--- config.mk ---
export PLATFORM = sky130hd
export DESIGN_NAME = fwp_top
export DESIGN_NICKNAME = d
export VERILOG_FILES = /design/src/fwp_pkg.sv /design/src/fwp_top.sv /design/src/fwp_lock_mem.sv
export SDC_FILE = /design/constraint.sdc
export NUM_CORES = 1
export LEC_CHECK = 0
export BUFFER_PORTS_ARGS = -buffer_cell sky130_fd_sc_hd__buf_2
export CORE_MARGIN = 1
export CORE_UTILIZATION = 26
export CTS_CLUSTER_SIZE = 20
export DETAILED_ROUTE_END_ITERATION = 16
export GPL_ROUTABILITY_DRIVEN = 0
export PLACE_DENSITY = 0.4
export SLEW_MARGIN = 10
export SYNTH_ARGS = -nofsm -noshare
export SYNTH_HDL_FRONTEND = slang
export SYNTH_SLANG_ARGS = --single-unit
--- constraint.sdc ---
create_clock -name i_ref_clk -period 14.03 [get_ports i_ref_clk]
set_input_delay 0.7015 -clock i_ref_clk [delete_from_list [all_inputs] [get_ports i_ref_clk]]
set_output_delay 0.7015 -clock i_ref_clk [all_outputs]
set_load 0.05 [all_outputs]
--- src/fwp_pkg.sv ---
// Shared constants for the flash write-protection block
package fwp_pkg;
  // ----------------------------------------
  // Address map
  // ----------------------------------------
  localparam int          ADDR_W       = 24;
  localparam int          SECT_W       = 8;
  localparam int          SUBS_W       = 12;
  localparam int          NUM_SECT     = 256;
  localparam int          SECT_LSB     = 16;
  localparam int          SUBS_LSB     = 12;
  localparam logic [23:0] ADDR_LAST    = 24'hFFFFFF;
  localparam logic [3:0]  BP_ALL_FROM  = 4'h9;
  // ----------------------------------------
  // Reset values and timing
  // ----------------------------------------
  localparam logic        LOCK_RST     = 1'b1;
  localparam logic        DOWN_RST     = 1'b0;
  localparam int          CLK_MHZ      = 50;
  localparam int          POR_US       = 100;
  localparam int          POR_CYC      = POR_US * CLK_MHZ;
  localparam int          BIT_CNT_W    = 3;
  // ----------------------------------------
  // Command classes
  // ----------------------------------------
  typedef enum logic [2:0] {
    FWP_CMD_NONE, FWP_CMD_WREN, FWP_CMD_WRDI, FWP_CMD_PROG,
    FWP_CMD_ERASE, FWP_CMD_REGWR, FWP_CMD_LOCKWR
  } fwp_cmd_t;
endpackage

--- src/fwp_top.sv ---
// Write-protection and address-decode logic of a serial NOR flash
// Behaviour
// RULE1: Address splits into 64KB sectors, 4KB subsectors
// RULE2: Modify commands need whole-byte clock counts
// RULE3: Write-enable latch must be set to modify
// RULE4: No modification during power-on reset and timer
// RULE5: Sector write-lock bit rejects program and erase
// RULE6: Lock-down bit freezes lock state until reset
// RULE7: Lock write ignored when lock-down bit set
// RULE8: All sectors locked at power-up
// RULE9: Block-protect codes protect upper sectors
// RULE10: Top/bottom set protects lower sectors instead
// RULE11: Write-protect pin low locks block-protect bits
// RULE12: Reject program/erase in protected ranges
`timescale 1ns/1ps
module fwp_top (
  // Clock and reset
  input  wire logic                        i_ref_clk,
  input  wire logic                        i_rst,
  // Decoded command from the serial front end
  input  wire logic                        i_cmd_valid,
  input  wire fwp_pkg::fwp_cmd_t           i_cmd,
  input  wire logic [fwp_pkg::ADDR_W-1:0]  i_cmd_addr,
  input  wire logic [fwp_pkg::BIT_CNT_W-1:0] i_clk_cnt_mod8,
  input  wire logic                        i_lock_bit,
  input  wire logic                        i_lockdown_bit,
  input  wire logic                        i_regwr_bp,
  input  wire logic                        i_regwr_tb,
  input  wire logic [3:0]                  i_new_bp,
  input  wire logic                        i_new_tb,
  // Pins
  input  wire logic                        i_write_protect_n,
  // Results
  output logic                             o_cmd_accept,
  output logic                             o_cmd_reject,
  output logic                             o_wel,
  output logic                             o_por_busy,
  output logic                             o_block_protect_bit0,
  output logic                             o_block_protect_bit1,
  output logic                             o_block_protect_bit2,
  output logic                             o_block_protect_bit3,
  output logic                             o_top_bottom,
  output logic [fwp_pkg::SECT_W-1:0]       o_sector,
  output logic [fwp_pkg::SUBS_W-1:0]       o_subsector,
  output logic                             o_sect_lock,
  output logic                             o_sect_down
);
  parameter int POR_CYCLES = fwp_pkg::POR_CYC;

  // ------------------------------------------------------------
  // Pin synchroniser
  // ------------------------------------------------------------
  logic wp_meta_ff;
  logic wp_sync_ff;
  always_ff @(posedge i_ref_clk) begin
    if (i_rst) begin
      wp_meta_ff <= 1'b1;
      wp_sync_ff <= 1'b1;
    end else begin
      wp_meta_ff <= i_write_protect_n;
      wp_sync_ff <= wp_meta_ff;
    end
  end

  // ------------------------------------------------------------
  // Helpers
  // ------------------------------------------------------------
  function automatic logic [fwp_pkg::SECT_W-1:0] sect_of(input logic [23:0] a);
    sect_of = a[fwp_pkg::SECT_LSB +: fwp_pkg::SECT_W]; // [RULE1]
  endfunction

  // Protected by the block-protect decode: code 0 covers none, code n from 1 to 8 covers 2^(n-1) sectors, codes 9 and up cover all
  function automatic logic bp_hit(input logic [3:0] bp, input logic tb,
                                  input logic [7:0] s);
    logic [8:0] cnt;
    logic [7:0] idx;
    cnt = 9'h000;
    idx = tb ? s : ~s; // [RULE10]
    if (bp == 4'h0) begin
      bp_hit = 1'b0;
    end else if (bp >= fwp_pkg::BP_ALL_FROM) begin
      bp_hit = 1'b1;
    end else begin
      cnt    = 9'h001 << (bp - 4'h1); // [RULE9]
      bp_hit = ({1'b0, idx} < cnt);
    end
  endfunction

  // ------------------------------------------------------------
  // Power-on timer
  // ------------------------------------------------------------
  logic [31:0] por_cnt_ff;
  logic [31:0] nxt_por_cnt;
  logic        started_ff;
  logic        por_busy;
  assign por_busy = (por_cnt_ff != 32'h00000000);
  // First edge after reset loads the full count
  always_comb begin
    nxt_por_cnt = por_busy ? por_cnt_ff - 32'h00000001 : por_cnt_ff;
    if (!started_ff) nxt_por_cnt = POR_CYCLES[31:0]; // [RULE4]
  end
  always_ff @(posedge i_ref_clk) begin
    if (i_rst) begin
      por_cnt_ff <= 32'h00000001;
    end else begin
      por_cnt_ff <= nxt_por_cnt;
    end
  end
  always_ff @(posedge i_ref_clk) begin
    if (i_rst) begin
      started_ff <= 1'b0;
    end else begin
      started_ff <= 1'b1;
    end
  end

  // ------------------------------------------------------------
  // Lock store
  // ------------------------------------------------------------
  logic [7:0] cur_sect;
  logic       mem_lock;
  logic       mem_down;
  logic       lock_wr;
  assign cur_sect = sect_of(i_cmd_addr);

  fwp_lock_mem u_lock (
    .i_ref_clk (i_ref_clk),
    .i_rst     (i_rst),
    .i_wr      (lock_wr),
    .i_wr_sect (cur_sect),
    .i_wr_lock (i_lock_bit),
    .i_wr_down (i_lockdown_bit),
    .i_rd_sect (cur_sect),
    .o_rd_lock (mem_lock),
    .o_rd_down (mem_down)
  );

  // ------------------------------------------------------------
  // Command gate
  // ------------------------------------------------------------
  // Commands are judged one cycle after presentation so the lock store
  // read is registered; the front end holds address stable for that cycle.
  logic                  pend_ff;
  fwp_pkg::fwp_cmd_t     pcmd_ff;
  logic                  wel_ff;
  logic [3:0]            bp_ff;
  logic                  tb_ff;
  logic                  acc_ff;
  logic                  rej_ff;
  logic                  nxt_wel;
  logic [3:0]            nxt_bp;
  logic                  nxt_tb;
  logic                  nxt_acc;
  logic                  nxt_rej;
  logic                  modify;
  logic                  allowed;
  logic                  byte_ok;
  logic                  bp_lock;

  assign modify  = (pcmd_ff == fwp_pkg::FWP_CMD_PROG) || (pcmd_ff == fwp_pkg::FWP_CMD_ERASE)
                || (pcmd_ff == fwp_pkg::FWP_CMD_REGWR) || (pcmd_ff == fwp_pkg::FWP_CMD_LOCKWR);
  assign byte_ok = (i_clk_cnt_mod8 == 3'h0); // [RULE2]
  assign bp_lock = !wp_sync_ff; // [RULE11]

  always_comb begin
    allowed = byte_ok && wel_ff && !por_busy; // [RULE3] [RULE4]
    unique case (pcmd_ff)
      fwp_pkg::FWP_CMD_PROG, fwp_pkg::FWP_CMD_ERASE: begin
        if (mem_lock || bp_hit(bp_ff, tb_ff, cur_sect)) allowed = 1'b0; // [RULE5] [RULE12]
      end
      fwp_pkg::FWP_CMD_LOCKWR: begin
        if (mem_down) allowed = 1'b0; // [RULE7]
      end
      fwp_pkg::FWP_CMD_REGWR: begin
        if (bp_lock && (i_regwr_bp || i_regwr_tb)) allowed = 1'b0;
      end
      fwp_pkg::FWP_CMD_NONE, fwp_pkg::FWP_CMD_WREN, fwp_pkg::FWP_CMD_WRDI: begin
        allowed = byte_ok;
      end
    endcase
  end

  assign lock_wr = pend_ff && pcmd_ff == fwp_pkg::FWP_CMD_LOCKWR && allowed;

  always_comb begin
    nxt_wel = wel_ff;
    nxt_bp  = bp_ff;
    nxt_tb  = tb_ff;
    nxt_acc = 1'b0;
    nxt_rej = 1'b0;
    if (pend_ff) begin
      nxt_acc = allowed;
      nxt_rej = !allowed;
      if (pcmd_ff == fwp_pkg::FWP_CMD_WREN && allowed) nxt_wel = 1'b1; // [RULE3]
      if (pcmd_ff == fwp_pkg::FWP_CMD_WRDI && allowed) nxt_wel = 1'b0;
      if (modify && allowed) nxt_wel = 1'b0;
      // Only the fields the write names may move, so the pin lock holds
      if (pcmd_ff == fwp_pkg::FWP_CMD_REGWR && allowed) begin
        if (i_regwr_bp) nxt_bp = i_new_bp; // [RULE11]
        if (i_regwr_tb) nxt_tb = i_new_tb;
      end
    end
  end

  always_ff @(posedge i_ref_clk) begin
    if (i_rst) begin
      pend_ff <= 1'b0;
      pcmd_ff <= fwp_pkg::FWP_CMD_NONE;
      wel_ff  <= 1'b0;
      bp_ff   <= 4'h0;
      tb_ff   <= 1'b0;
      acc_ff  <= 1'b0;
      rej_ff  <= 1'b0;
    end else begin
      pend_ff <= i_cmd_valid;
      pcmd_ff <= i_cmd_valid ? i_cmd : fwp_pkg::FWP_CMD_NONE;
      wel_ff  <= nxt_wel;
      bp_ff   <= nxt_bp;
      tb_ff   <= nxt_tb;
      acc_ff  <= nxt_acc;
      rej_ff  <= nxt_rej;
    end
  end

  // ------------------------------------------------------------
  // Outputs
  // ------------------------------------------------------------
  assign o_cmd_accept         = acc_ff;
  assign o_cmd_reject         = rej_ff;
  assign o_wel                = wel_ff;
  assign o_por_busy           = por_busy;
  assign o_block_protect_bit0 = bp_ff[0];
  assign o_block_protect_bit1 = bp_ff[1];
  assign o_block_protect_bit2 = bp_ff[2];
  assign o_block_protect_bit3 = bp_ff[3];
  assign o_top_bottom         = tb_ff;
  assign o_sector             = cur_sect;
  assign o_subsector          = i_cmd_addr[fwp_pkg::SUBS_LSB +: fwp_pkg::SUBS_W]; // [RULE1]
  assign o_sect_lock          = mem_lock;
  assign o_sect_down          = mem_down;

  // ------------------------------------------------------------
  // Checks
  // ------------------------------------------------------------
  a_wel_needed: assert property (@(posedge i_ref_clk) disable iff (i_rst) // [RULE3]
    pend_ff && modify && !wel_ff |=> !acc_ff) else $error("modify accepted without wel");
  a_por_hold: assert property (@(posedge i_ref_clk) disable iff (i_rst) // [RULE4]
    pend_ff && modify && por_busy |=> rej_ff) else $error("modify during power-on");
  a_byte_mult: assert property (@(posedge i_ref_clk) disable iff (i_rst) // [RULE2]
    pend_ff && i_clk_cnt_mod8 != 3'h0 |=> !acc_ff) else $error("partial byte accepted");
  a_lock_reject: assert property (@(posedge i_ref_clk) disable iff (i_rst) // [RULE5]
    pend_ff && pcmd_ff == fwp_pkg::FWP_CMD_PROG && mem_lock |=> rej_ff)
    else $error("locked sector programmed");
  a_down_freeze: assert property (@(posedge i_ref_clk) disable iff (i_rst) // [RULE7]
    pend_ff && pcmd_ff == fwp_pkg::FWP_CMD_LOCKWR && mem_down |=> rej_ff)
    else $error("lock write on frozen sector");
  a_bp_all: assert property (@(posedge i_ref_clk) disable iff (i_rst) // [RULE9]
    pend_ff && pcmd_ff == fwp_pkg::FWP_CMD_ERASE && bp_ff >= 4'h9 |=> rej_ff)
    else $error("erase under full protection");
  a_bp_low: assert property (@(posedge i_ref_clk) disable iff (i_rst) // [RULE10]
    pend_ff && pcmd_ff == fwp_pkg::FWP_CMD_PROG && tb_ff && bp_ff == 4'h1 && cur_sect == 8'h00
    |=> rej_ff) else $error("sector 0 not protected");
  a_bp_up: assert property (@(posedge i_ref_clk) disable iff (i_rst) // [RULE12]
    pend_ff && pcmd_ff == fwp_pkg::FWP_CMD_PROG && !tb_ff && bp_ff == 4'h8 && cur_sect[7]
    |=> rej_ff) else $error("upper half not protected");
  a_wp_pin: assert property (@(posedge i_ref_clk) disable iff (i_rst) // [RULE11]
    !wp_sync_ff && pend_ff && pcmd_ff == fwp_pkg::FWP_CMD_REGWR && i_regwr_bp
    |=> $stable(bp_ff)) else $error("bp changed while pin low");
endmodule

--- src/fwp_lock_mem.sv ---
// Per-sector write-lock and lock-down bit store
`timescale 1ns/1ps
module fwp_lock_mem (
  // Clock and reset
  input  wire logic                        i_ref_clk,
  input  wire logic                        i_rst,
  // Update port
  input  wire logic                        i_wr,
  input  wire logic [fwp_pkg::SECT_W-1:0]  i_wr_sect,
  input  wire logic                        i_wr_lock,
  input  wire logic                        i_wr_down,
  // Registered read port
  input  wire logic [fwp_pkg::SECT_W-1:0]  i_rd_sect,
  output logic                             o_rd_lock,
  output logic                             o_rd_down
);
  logic [fwp_pkg::NUM_SECT-1:0] lock_ff;
  logic [fwp_pkg::NUM_SECT-1:0] down_ff;
  logic [fwp_pkg::NUM_SECT-1:0] nxt_lock;
  logic [fwp_pkg::NUM_SECT-1:0] nxt_down;
  logic                         rd_lock_ff;
  logic                         rd_down_ff;

  // Frozen sectors refuse updates here too, as a second guard
  genvar g;
  generate
    for (g = 0; g < fwp_pkg::NUM_SECT; g++) begin : g_sect
      always_comb begin
        nxt_lock[g] = lock_ff[g];
        nxt_down[g] = down_ff[g];
        if (i_wr && (i_wr_sect == fwp_pkg::SECT_W'(g)) && !down_ff[g]) begin // [RULE6]
          nxt_lock[g] = i_wr_lock;
          nxt_down[g] = i_wr_down;
        end
      end
    end
  endgenerate

  always_ff @(posedge i_ref_clk) begin
    if (i_rst) begin
      lock_ff    <= {fwp_pkg::NUM_SECT{fwp_pkg::LOCK_RST}}; // [RULE8]
      down_ff    <= {fwp_pkg::NUM_SECT{fwp_pkg::DOWN_RST}};
      rd_lock_ff <= 1'b0;
      rd_down_ff <= 1'b0;
    end else begin
      lock_ff    <= nxt_lock;
      down_ff    <= nxt_down;
      rd_lock_ff <= nxt_lock[i_rd_sect];
      rd_down_ff <= nxt_down[i_rd_sect];
    end
  end

  assign o_rd_lock = rd_lock_ff;
  assign o_rd_down = rd_down_ff;
endmodule

Yosys cells after proc, flatten, opt, wreduce, memory -nomap -nowiden
Index checks and enable logic that the tools add are counted.
- bitwise gates (word level): 4
- add/subtract/negate cells: 2
- shift operators: 1
- magnitude comparators: 3
- equality and inequality tests: 262
- reductions and logical operators: 799
- multiplexer cells: 530
- operators by type and width (operator ; count):
    $eq 8x8->1 const B ; 128
    $mux 1 ; 524
    $logic_and 1x1->1 ; 521
    $eq 8x7->1 const B ; 64
    $logic_not 1->1 ; 259
    $eq 8x6->1 const B ; 32
    $eq 8x5->1 const B ; 16
    $eq 8x4->1 const B ; 8
    $eq 8x3->1 const B ; 4
    $reduce_bool 32->1 ; 1
    $sub 32x1->32 const B ; 1
    $mux 13 ; 2
    $bmux 1 s8 ; 2
    $eq 8x2->1 const B ; 2
    $eq 3x3->1 const B ; 3
    $lt 8x9->1 ; 1
    $lt 8x9->1 const B ; 1
    $shl 1x4->9 const A ; 1
    $eq 8x1->1 const B ; 1
    $logic_not 8->1 ; 1
    $mux 8 ; 1
    $not 8->8 ; 1
    $reduce_or 2->1 ; 4
    $eq 3x2->1 const B ; 2
    other kinds (13) ; 21
- output and inout port bits: 31
- bits in registers: 561
- logic and storage cells: 1617

Longest topological paths before layout
Gate-level depths: netlist of the first run.
- depth in word-level cells: 15
- mapped depth: 21

Hierarchy
From an unflattened synthesis of the first run, not the netlist that was laid out.
- cell total of the unflattened synthesis: 3086
- area, all modules: 26710.6 um2
- modules (own cells, without submodules) (module ; sequential area each (um2) ; instances ; area an instance (um2) ; cells each):
    fwp_lock_mem ; 10289.9 ; 1 ; 24078.1 ; 2766
    fwp_top ; 940.9 ; 1 ; 2632.5 ; 320

Worst setup path after synthesis of the first run
Ideal clock, no wire load.
- path kind: input -> register
- start point: input port i_cmd_addr[17] (netlist name)
- end point: register u_lock.rd_lock_ff, in the netlist u_lock.o_rd_lock
- setup slack: 8.836 ns
- stages: 19
- data arrival time: 5.070 ns
- library setup time: 0.124 ns
- data required time: 13.906 ns
- buffers on the path: 6
- cell sequence: clkbuf_1 buf_1 clkbuf_1 clkbuf_1 clkbuf_1 buf_1 xnor2_1 ha_1 nand4_1 a31oi_1 o2111a_1 o211a_2 o211ai_1 nor3_1 mux2i_1 or4_1 nor4_1 o41ai_1 nor4b_2
- word-level cells in the longest chain between the ends: 15
- RTL lines (element ; RTL line ; text):
    start: declaration ; fwp_top.sv:23 ; input wire logic [fwp_pkg::ADDR_W-1:0] i_cmd_addr,
    $not 8->8 ; fwp_top.sv:78 ; idx = tb ? s : ~s;
    $mux 8 ; fwp_top.sv:78 ;
    $lt 8x9->1 ; fwp_top.sv:85 ; bp_hit = ({1'b0, idx} < cnt);
    $mux 1 ; fwp_top.sv:81 ; end else if (bp >= fwp_pkg::BP_ALL_FROM) begin
    $mux 1 ; fwp_top.sv:79 ; if (bp == 4'h0) begin
    $mux 1 ; fwp_top.sv:167 ; unique case (pcmd_ff)
    $logic_or 1x1->1 ; fwp_top.sv:169 ; if (mem_lock || bp_hit(bp_ff, tb_ff, cur_sect)) allowed = 1'b0;
    $mux 1 ; fwp_top.sv:169 ;
    $pmux 1 s4 ; fwp_top.sv:167 ;
    $logic_and 1x1->1 ; fwp_top.sv:183 ; assign lock_wr = pend_ff && pcmd_ff == fwp_pkg::FWP_CMD_LOCKWR && allowed;
    $logic_and 1x1->1 (2 in a row) ; fwp_lock_mem.sv:31 ; if (i_wr && (i_wr_sect == fwp_pkg::SECT_W'(g)) && !down_ff[g]) begin
    $mux 1 ; fwp_lock_mem.sv:31 ;
    $bmux 1 s8 (*) ; fwp_lock_mem.sv:48 ; rd_lock_ff <= nxt_lock[i_rd_sect];
    $mux 1 (implied by the code) (*) ; fwp_lock_mem.sv:48 ;
    end signal: assignment ; fwp_lock_mem.sv:48 ;
    end: declaration ; fwp_lock_mem.sv:21 ; logic rd_lock_ff;
Mark *: on every way between the ends. The rest lies on a longest branch, timed or not. The select of a mux whose other input is x is not followed.
A chain may end at the register's enable or synchronous reset.

Worst setup path after layout of the first run
Ends and elaborated chain as after synthesis.

==> flow_metrics.env, run 1 <==
export IMPL_grt_use_met3_pct=3.79
export IMPL_slowest_delay_ns=0.88
export IMPL_p_leak_uw=0.0112
export IMPL_worstReg2RegEnd="u_lock.o_rd_lock$_SDFF_PP0_"
export IMPL_cts_hold_fix_buffers=0
export IMPL_fp_dieArea_um2=110000
export IMPL_p_sw_uw=1010
export IMPL_hold_class="input port to register"
export IMPL_pwr_share_comb_pct=8.1
export IMPL_cp_slowest_cell="o41ai_1"
export IMPL_cts_resized=0
export IMPL_finalWirelength_um=138000
export IMPL_drt_iter0_drc=3091
export IMPL_internal_power_uw=2780
export IMPL_fmaxAchievable_mhz=162
export IMPL_vias_per_cell=5.68
export IMPL_synthesis_nets=3361
export IMPL_met1_usage_pct=34.7
export IMPL_floorplan_core_area_um2=107000
export IMPL_reg2reg_depth=14
export IMPL_clock_latency_ns=0.64
export IMPL_crit_family="simple AND/OR/NAND/NOR gates"
export IMPL_critPathBufInv=3
export IMPL_dr_pass1_iters=6
export IMPL_slew_violations=0
export IMPL_htreeDepth=3
export IMPL_synth_edf_count=0
export IMPL_cts_root_buffer="clkbuf_16"
export IMPL_startpoint_type="input port"
export IMPL_dp_hpwl_um=85200
export IMPL_clock_sinks=561
export IMPL_cpMostUsedCell="buf_4"
export IMPL_hold_start="i_write_protect_n"
export IMPL_finalNetCount=3282
export IMPL_cts_setup_buffers=0
export IMPL_crit_fanout=26
export IMPL_regToRegSetupSlack_ns=8.41
export IMPL_powerDensity_nw_per_um2=118
export IMPL_final_cell_mix="dfxtp_1, nor2_1, nand2_1"
export IMPL_grt_pass1_wl_um=195000
export IMPL_synth_avg_cell_area_um2=8.51
export IMPL_drive_gt1_share_pct=13.3
export IMPL_ir_drop_v=0.0000708
export IMPL_overflow=0
export IMPL_clkPwrFrac_pct=49.5
export IMPL_worst_slew_pin_slew_ns=1.19
export IMPL_critPathRequiredTime_ns=14.49
export IMPL_fin_tns_setup_ns=0
export IMPL_ys_warn_count=0
export IMPL_synthArstFlopShare_pct=0
export IMPL_reg2reg_from="por_cnt_ff[12]$_SDFFE_PP0P_"
export IMPL_syn_area_um2=28200
export IMPL_p_seq_share_pct=42.4
export IMPL_ios=74
export IMPL_ys_seq_elements=561
export IMPL_syn_inst=3310
export IMPL_worstPathArrival_ns=6.62
export IMPL_floorplan_initialDensity_pct=26.3
export IMPL_stdcell_area_um2=32200
export IMPL_end_kind="register"
export IMPL_grt_util_all_layers_pct=24.8
export IMPL_post_drt_wl_per_cell_um=29.4
export IMPL_ys_flop_type="dfxtp_1"
export IMPL_fin_crit_sh_pct=43.9
export IMPL_grt_pass1_vias=24854
export IMPL_clockBufferDepth=3
export IMPL_postRouteAntennaNets=0
export IMPL_crit_chain="buf_4 > buf_4 > nor2_2 > buf_4 > nand2_1 > or4_1 > a32o_1 > a2111oi_0 > nor4_1 > o41ai_1 > nor4b_2"
export IMPL_yosysUniqueCellTypes=91
export IMPL_setup_viol=0
export IMPL_cts_buffers_inserted=68
export IMPL_setup_ws_ns=7.86
export IMPL_hold_path_depth=2
export IMPL_ys_seq_area_share_pct=39.9
export IMPL_num_vias=26604
export IMPL_slew_headroom_pct=20.7
export IMPL_grt_util_met2_pct=38.0
export IMPL_area_growth_pct=14.2
export IMPL_rows=120
export IMPL_outcome="completed"
export IMPL_hold_viol=0
export IMPL_place_ws_ns=7.42
export IMPL_die_w_um=331
export IMPL_grt_max_degree=170
export IMPL_chipHeight_um=331
export IMPL_final_common_cell="dfxtp_1"
export IMPL_grt_busiest_layer="met2"
export IMPL_antenna_found_initial=6
export IMPL_post_route_min_period_ns=6.17
export IMPL_p_sw_share_pct=26.7
export IMPL_path_clk_slew_ns=0.06
export IMPL_rsz0062_at_grt="false"
export IMPL_drc=0
export IMPL_finClkSkew_ns=0.0393
export IMPL_placedInstanceArea_um2=29800
export IMPL_hold_path_endpoint="wp_meta_ff$_SDFF_PP1_"
export IMPL_cts_tree="built"
export IMPL_maxCapViolCount=0
export IMPL_worstSetupPathType="input port to register"
export IMPL_io_buffers=53
worst max path at each step:
stage | startpoint | endpoint | slack (ns) | depth (start not counted)
finish | i_cmd_addr[17] | u_lock.o_rd_lock$_SDFF_PP0_ | 7.86 | 11
global route | i_cmd_addr[17] | u_lock.o_rd_lock$_SDFF_PP0_ | 7.91 | 11
CTS | i_cmd_addr[17] | u_lock.o_rd_lock$_SDFF_PP0_ | 8.04 | 11
detailed placement | i_cmd_addr[17] | u_lock.o_rd_lock$_SDFF_PP0_ | 7.42 | 11
global placement | i_cmd_addr[17] | u_lock.o_rd_lock$_SDFF_PP0_ | 7.35 | 11
floorplan | i_cmd_addr[17] | u_lock.o_rd_lock$_SDFF_PP0_ | 8.84 | 19
flip-flops by register name, summed over array words and instances, names as in the netlist:
| register | flops |
|---|---|
| por_cnt_ff | 32 |
| o_cmd_accept | 1 |
| u_lock.o_rd_down | 1 |
| started_ff | 1 |
| u_lock.lock_ff | 256 |
| wp_meta_ff | 1 |
| pcmd_ff | 3 |
| o_top_bottom | 1 |
| o_cmd_reject | 1 |
| bp_ff | 4 |
| o_wel | 1 |
| wp_sync_ff | 1 |
| pend_ff | 1 |
| u_lock.o_rd_lock | 1 |
| u_lock.down_ff | 256 |
cells by family after synthesis:
group | count (synthesis) | synth area share [%]
AND/OR/NAND/NOR | 1266 | 21.1
multiplexers | 315 | 14.8
buffers and inverters | 349 | 5.10
AO/OA/AOI/OAI | 779 | 17.8
flip-flops | 561 | 39.9
XOR/XNOR | 32 | 0.995
adder cells (fa/ha/maj) | 8 | 0.355
layout make-up:
type                       count  area [um^2]
multi-input combinational   2400        15500
tap                         1403         1760
clock inverter                24          322
sequential                   561        11200
antenna                        1         2.50
clock buffer                  96         1980
timing repair buffer         173         1210
inverter                      27          109
fill                       11537        75100
power groups by stage:
stage	logic, uW	registers, uW	clock network [uW]
3_5_place_dp	301	1640	0
6_report	307	1600	1880
5_1_grt	316	1600	1970
2_1_floorplan	166	1640	0
3_3_place_gp	302	1640	0
4_1_cts	302	1600	1910
worst reg2reg max path, delay by kind of cell, from the launching register on:
| kind | cells | cell delay, ns |
|---|---|---|
| multiplexers | 1 | 0.26 |
| flip-flops | 1 | 0.33 |
| AND/OR/NAND/NOR | 7 | 2.50 |
| buffers and inverters | 3 | 1.22 |
| AO/OA/AOI/OAI | 3 | 1.17 |
routing by layer:
metal / vias up / part of all wire (%)
met1: 13286 / 45
met3: 233 / 7.4
met4: 0 / 4.2
li1: 11920 / -
met5: - / 0
met2: 1165 / 43
synth_stat cells (9+ instances only):
cell	instances	area share (%)
dfxtp_1	561	40
nor2_1	421	5.6
nand2_1	343	4.6
a21oi_1	319	5.7
clkbuf_1	250	3.3
mux2i_1	197	7.0
nor3_1	134	2.4
nor4_1	108	2.4
o21ai_0	86	1.5
mux4_2	76	6.1
o211ai_1	72	1.9
or3_1	47	1.0
nand3_1	41	0.73
a211oi_1	39	1.0
buf_1	31	0.41
mux2_2	29	1.2
o21ai_1	29	0.52
and3_1	27	0.60
nand2b_1	26	0.58
inv_1	25	0.33
xnor2_1	24	0.75
o31ai_1	23	0.61
a311o_1	22	0.78
buf_4	22	0.59
or4_1	22	0.59
a21boi_0	20	0.53
a31oi_1	19	0.42
buf_2	16	0.28
nand4_1	16	0.36
nor2b_1	16	0.36
o311ai_0	15	0.47
and2_1	14	0.31
mux2_1	13	0.52
a211o_1	12	0.37
or2_2	11	0.24
a22oi_1	10	0.27
o22ai_1	10	0.22
o31a_1	10	0.31
nor4b_1	9	0.28
through the flow:
stage	util, %	total power [uW]	std cells	hold slack (ns)
2_1_floorplan	-	1800	3310	0.389
3_3_place_gp	27.8	1940	4564	0.392
3_5_place_dp	27.8	1940	4564	0.423
4_1_cts	30.0	3820	4684	0.256
5_1_grt	30.0	3890	4684	0.273
6_report	30.0	3790	4685	0.285
Note: power is estimated with default switching activity, not from simulation.
==> inputs of run 2 (changes only) <==
--- a/config.mk
+++ b/config.mk
@@ -5,6 +5,7 @@
 export SDC_FILE = /design/constraint.sdc
 export NUM_CORES = 1
 export LEC_CHECK = 0
+export ABC_AREA = 1
 export BUFFER_PORTS_ARGS = -buffer_cell sky130_fd_sc_hd__buf_2
 export CORE_MARGIN = 1
 export CORE_UTILIZATION = 26
==> constraint.sdc (replaced) <==
create_clock -name i_ref_clk -period 6.11 [get_ports i_ref_clk]
set_input_delay 0.3055 -clock i_ref_clk [delete_from_list [all_inputs] [get_ports i_ref_clk]]
set_output_delay 0.3055 -clock i_ref_clk [all_outputs]
set_load 0.05 [all_outputs]
==> run 2 against run 1 <==
Utilization is 0.52 points lower. Non-clock buffer count down 44. Hold slack got worse by 0.14 ns.
==> flow_metrics.env, run 2 <==
export IMPL_ys_seq_area_share_pct=35.7
export IMPL_fin_crit_sh_pct=78.5
export IMPL_setup_ws_ns=1.31
export IMPL_floorplan_initialDensity_pct=26.2
export IMPL_rows=127
export IMPL_clkPwrFrac_pct=49.6
export IMPL_ir_drop_v=0.000175
export IMPL_reg_top3="u_lock.down_ff x256, u_lock.lock_ff x256, por_cnt_ff x32"
export IMPL_post_route_min_period_ns=4.80
export IMPL_htreeDepth=3
export IMPL_clockBufferDepth=3
export IMPL_chipHeight_um=350
export IMPL_vias_per_cell=4.61
export IMPL_p_sw_share_pct=26.7
export IMPL_powerDensity_nw_per_um2=243
export IMPL_crit_fanout=78
export IMPL_cts_root_buffer="clkbuf_16"
export IMPL_p_sw_uw=2290
export IMPL_cts_tree="built"
export IMPL_clock_sinks=561
export IMPL_ys_top_cells_by_count="nand2_1, inv_1, nand3_1, dfxtp_1, nor3_1"
export IMPL_fillCellCount=13570
export IMPL_cts_setup_buffers=0
export IMPL_worst_slew_pin_slew_ns=1.03
export IMPL_ys_seq_elements=561
export IMPL_hold_class="input port to register"
export IMPL_slew_violations=0
export IMPL_synth_edf_count=0
export IMPL_outcome="completed"
export IMPL_setup_viol=0
export IMPL_floorplan_core_area_um2=120000
export IMPL_clock_latency_ns=0.64
export IMPL_cts_buffers_inserted=73
export IMPL_postRouteAntennaNets=0
export IMPL_worstSetupPathType="register to register"
export IMPL_place_ws_ns=1.24
export IMPL_dp_hpwl_um=65800
export IMPL_end_kind="register"
export IMPL_pwr_share_comb_pct=7.6
export IMPL_rsz0062_at_grt="false"
export IMPL_crit_family="simple AND/OR/NAND/NOR gates"
export IMPL_area_growth_pct=12.5
export IMPL_synth_area_leaders="dfxtp_1, nand2_1, nand3_1"
export IMPL_critPathRequiredTime_ns=6.61
export IMPL_post_drt_wl_per_cell_um=16.8
export IMPL_yosysUniqueCellTypes=35
export IMPL_finalWirelength_um=114000
export IMPL_path_clk_slew_ns=0.06
export IMPL_ys_flop_type="dfxtp_1"
export IMPL_final_common_cell="nand2_1"
export IMPL_drt_iter0_drc=2117
export IMPL_final_cell_mix="nand2_1, inv_1, nand3_1"
export IMPL_io_buffers=53
export IMPL_worstPathArrival_ns=5.30
export IMPL_maxCapViolCount=0
export IMPL_synth_most_common_cell="nand2_1"
export IMPL_fp_dieArea_um2=122000
export IMPL_finalNetCount=5190
export IMPL_slowest_delay_ns=0.65
export IMPL_drive_gt1_share_pct=4.72
export IMPL_synthesis_nets=5322
export IMPL_hold_viol=0
export IMPL_ios=74
export IMPL_antenna_found_initial=2
export IMPL_critPathBufInv=2
export IMPL_die_w_um=350
export IMPL_startpoint_type="register"
export IMPL_finClkSkew_ns=0.0215
export IMPL_overflow=0
export IMPL_netlist_area_leader_share_pct=35.7
export IMPL_internal_power_uw=6290
export IMPL_synth_largest_area_cell="dfxtp_1"
export IMPL_grt_util_all_layers_pct=18.7
export IMPL_cts_resized=0
export IMPL_synthArstFlopShare_pct=0
export IMPL_dr_pass1_iters=6
export IMPL_cpMostUsedCell="nand2_1"
export IMPL_p_seq_share_pct=42.8
export IMPL_num_vias=31319
export IMPL_grt_pass1_wl_um=176000
export IMPL_syn_area_um2=31400
export IMPL_slew_headroom_pct=31.1
export IMPL_grt_pass1_vias=29062
export IMPL_fin_tns_setup_ns=0
export IMPL_syn_inst=5271
export IMPL_cts_hold_fix_buffers=14
export IMPL_grt_max_degree=177
export IMPL_fmaxAchievable_mhz=208
export IMPL_p_leak_uw=0.0190
export IMPL_antennaDiodeCount=0
export IMPL_ys_warn_count=0
export IMPL_synth_avg_cell_area_um2=5.96
export IMPL_drc=0
export IMPL_cp_slowest_cell="dfxtp_1"
-- run 2: worst paths after layout --
check | startpoint | end | slack (ns) | cells past startpoint
setup reg to reg | o_top_bottom$_SDFFE_PP0P_ | u_lock.o_rd_lock$_SDFF_PP0_ | 1.31 | 26
hold / removal | i_rst | o_cmd_accept$_SDFF_PP0_ | 0.14 | 2
hold reg to reg | wp_meta_ff$_SDFF_PP1_ | wp_sync_ff$_SDFF_PP1_ | 0.42 | 1
setup / recovery | o_top_bottom$_SDFFE_PP0P_ | u_lock.o_rd_lock$_SDFF_PP0_ | 1.31 | 26
-- run 2: logic make-up (layout without fill, tap and decap cells) --
family,count (synthesis),after routing,share of synthesized area [%]
xor+xnor,8,8,0.223
compound gates,281,281,5.33
buf+inv,1115,1032,14.2
fa+ha+maj,8,8,0.318
flops,561,561,35.7
simple gates,3298,3298,44.2
-- run 2: per-stage QoR --
stage | total power [uW] | util (%) | hold WS (ns) | std cells | cell area [um^2]
2_1_floorplan | 4140 | - | 0.389 | 5271 | 31400
3_3_place_gp | 4420 | 27.5 | 0.400 | 6662 | 32900
3_5_place_dp | 4410 | 27.5 | 0.401 | 6662 | 32900
4_1_cts | 8750 | 29.5 | 0.105 | 6800 | 35400
5_1_grt | 8930 | 29.5 | 0.149 | 6800 | 35400
6_report | 8590 | 29.5 | 0.144 | 6800 | 35400
-- run 2: power groups by stage --
stage          sequential (uW)  clock, uW  combinational (uW)
2_1_floorplan             3760          0                 382
3_3_place_gp              3760          0                 657
3_5_place_dp              3760          0                 656
4_1_cts                   3680       4410                 663
5_1_grt                   3680       4550                 707
6_report                  3680       4260                 651
-- run 2: area by class of cell --
cell class	count	area [um^2]	area share (%)
flip-flops and latches	561	11200	31.8
clock buffers	114	2190	6.20
well taps	1612	2020	5.70
multi-input cells	3595	15800	44.7
repair buffers	129	1090	3.08
clock inverters	10	88.8	0.251
inverters	779	2950	8.34
-- run 2: routing by layer --
layer / vias to the layer above / global-route usage (%) / share of wire [%] / routed length (um)
li1: 16169 / - / - / -
met1: 14523 / 24.8 / 48 / 54400
met2: 499 / 31.5 / 46 / 53100
met3: 128 / 2.65 / 4.0 / 4520
met4: 0 / 4.57 / 2.1 / 2400
met5: - / 0 / 0 / 0
-- run 2: worst reg2reg max path, delay by kind of cell, from the launching register on --
family / cells / cell delay, ns
AND/OR/NAND/NOR: 21 / 2.95
AO/OA/AOI/OAI: 1 / 0.23
adder cells (fa/ha/maj): 1 / 0.31
XOR/XNOR: 1 / 0.15
buffers and inverters: 2 / 0.38
flip-flops: 1 / 0.65
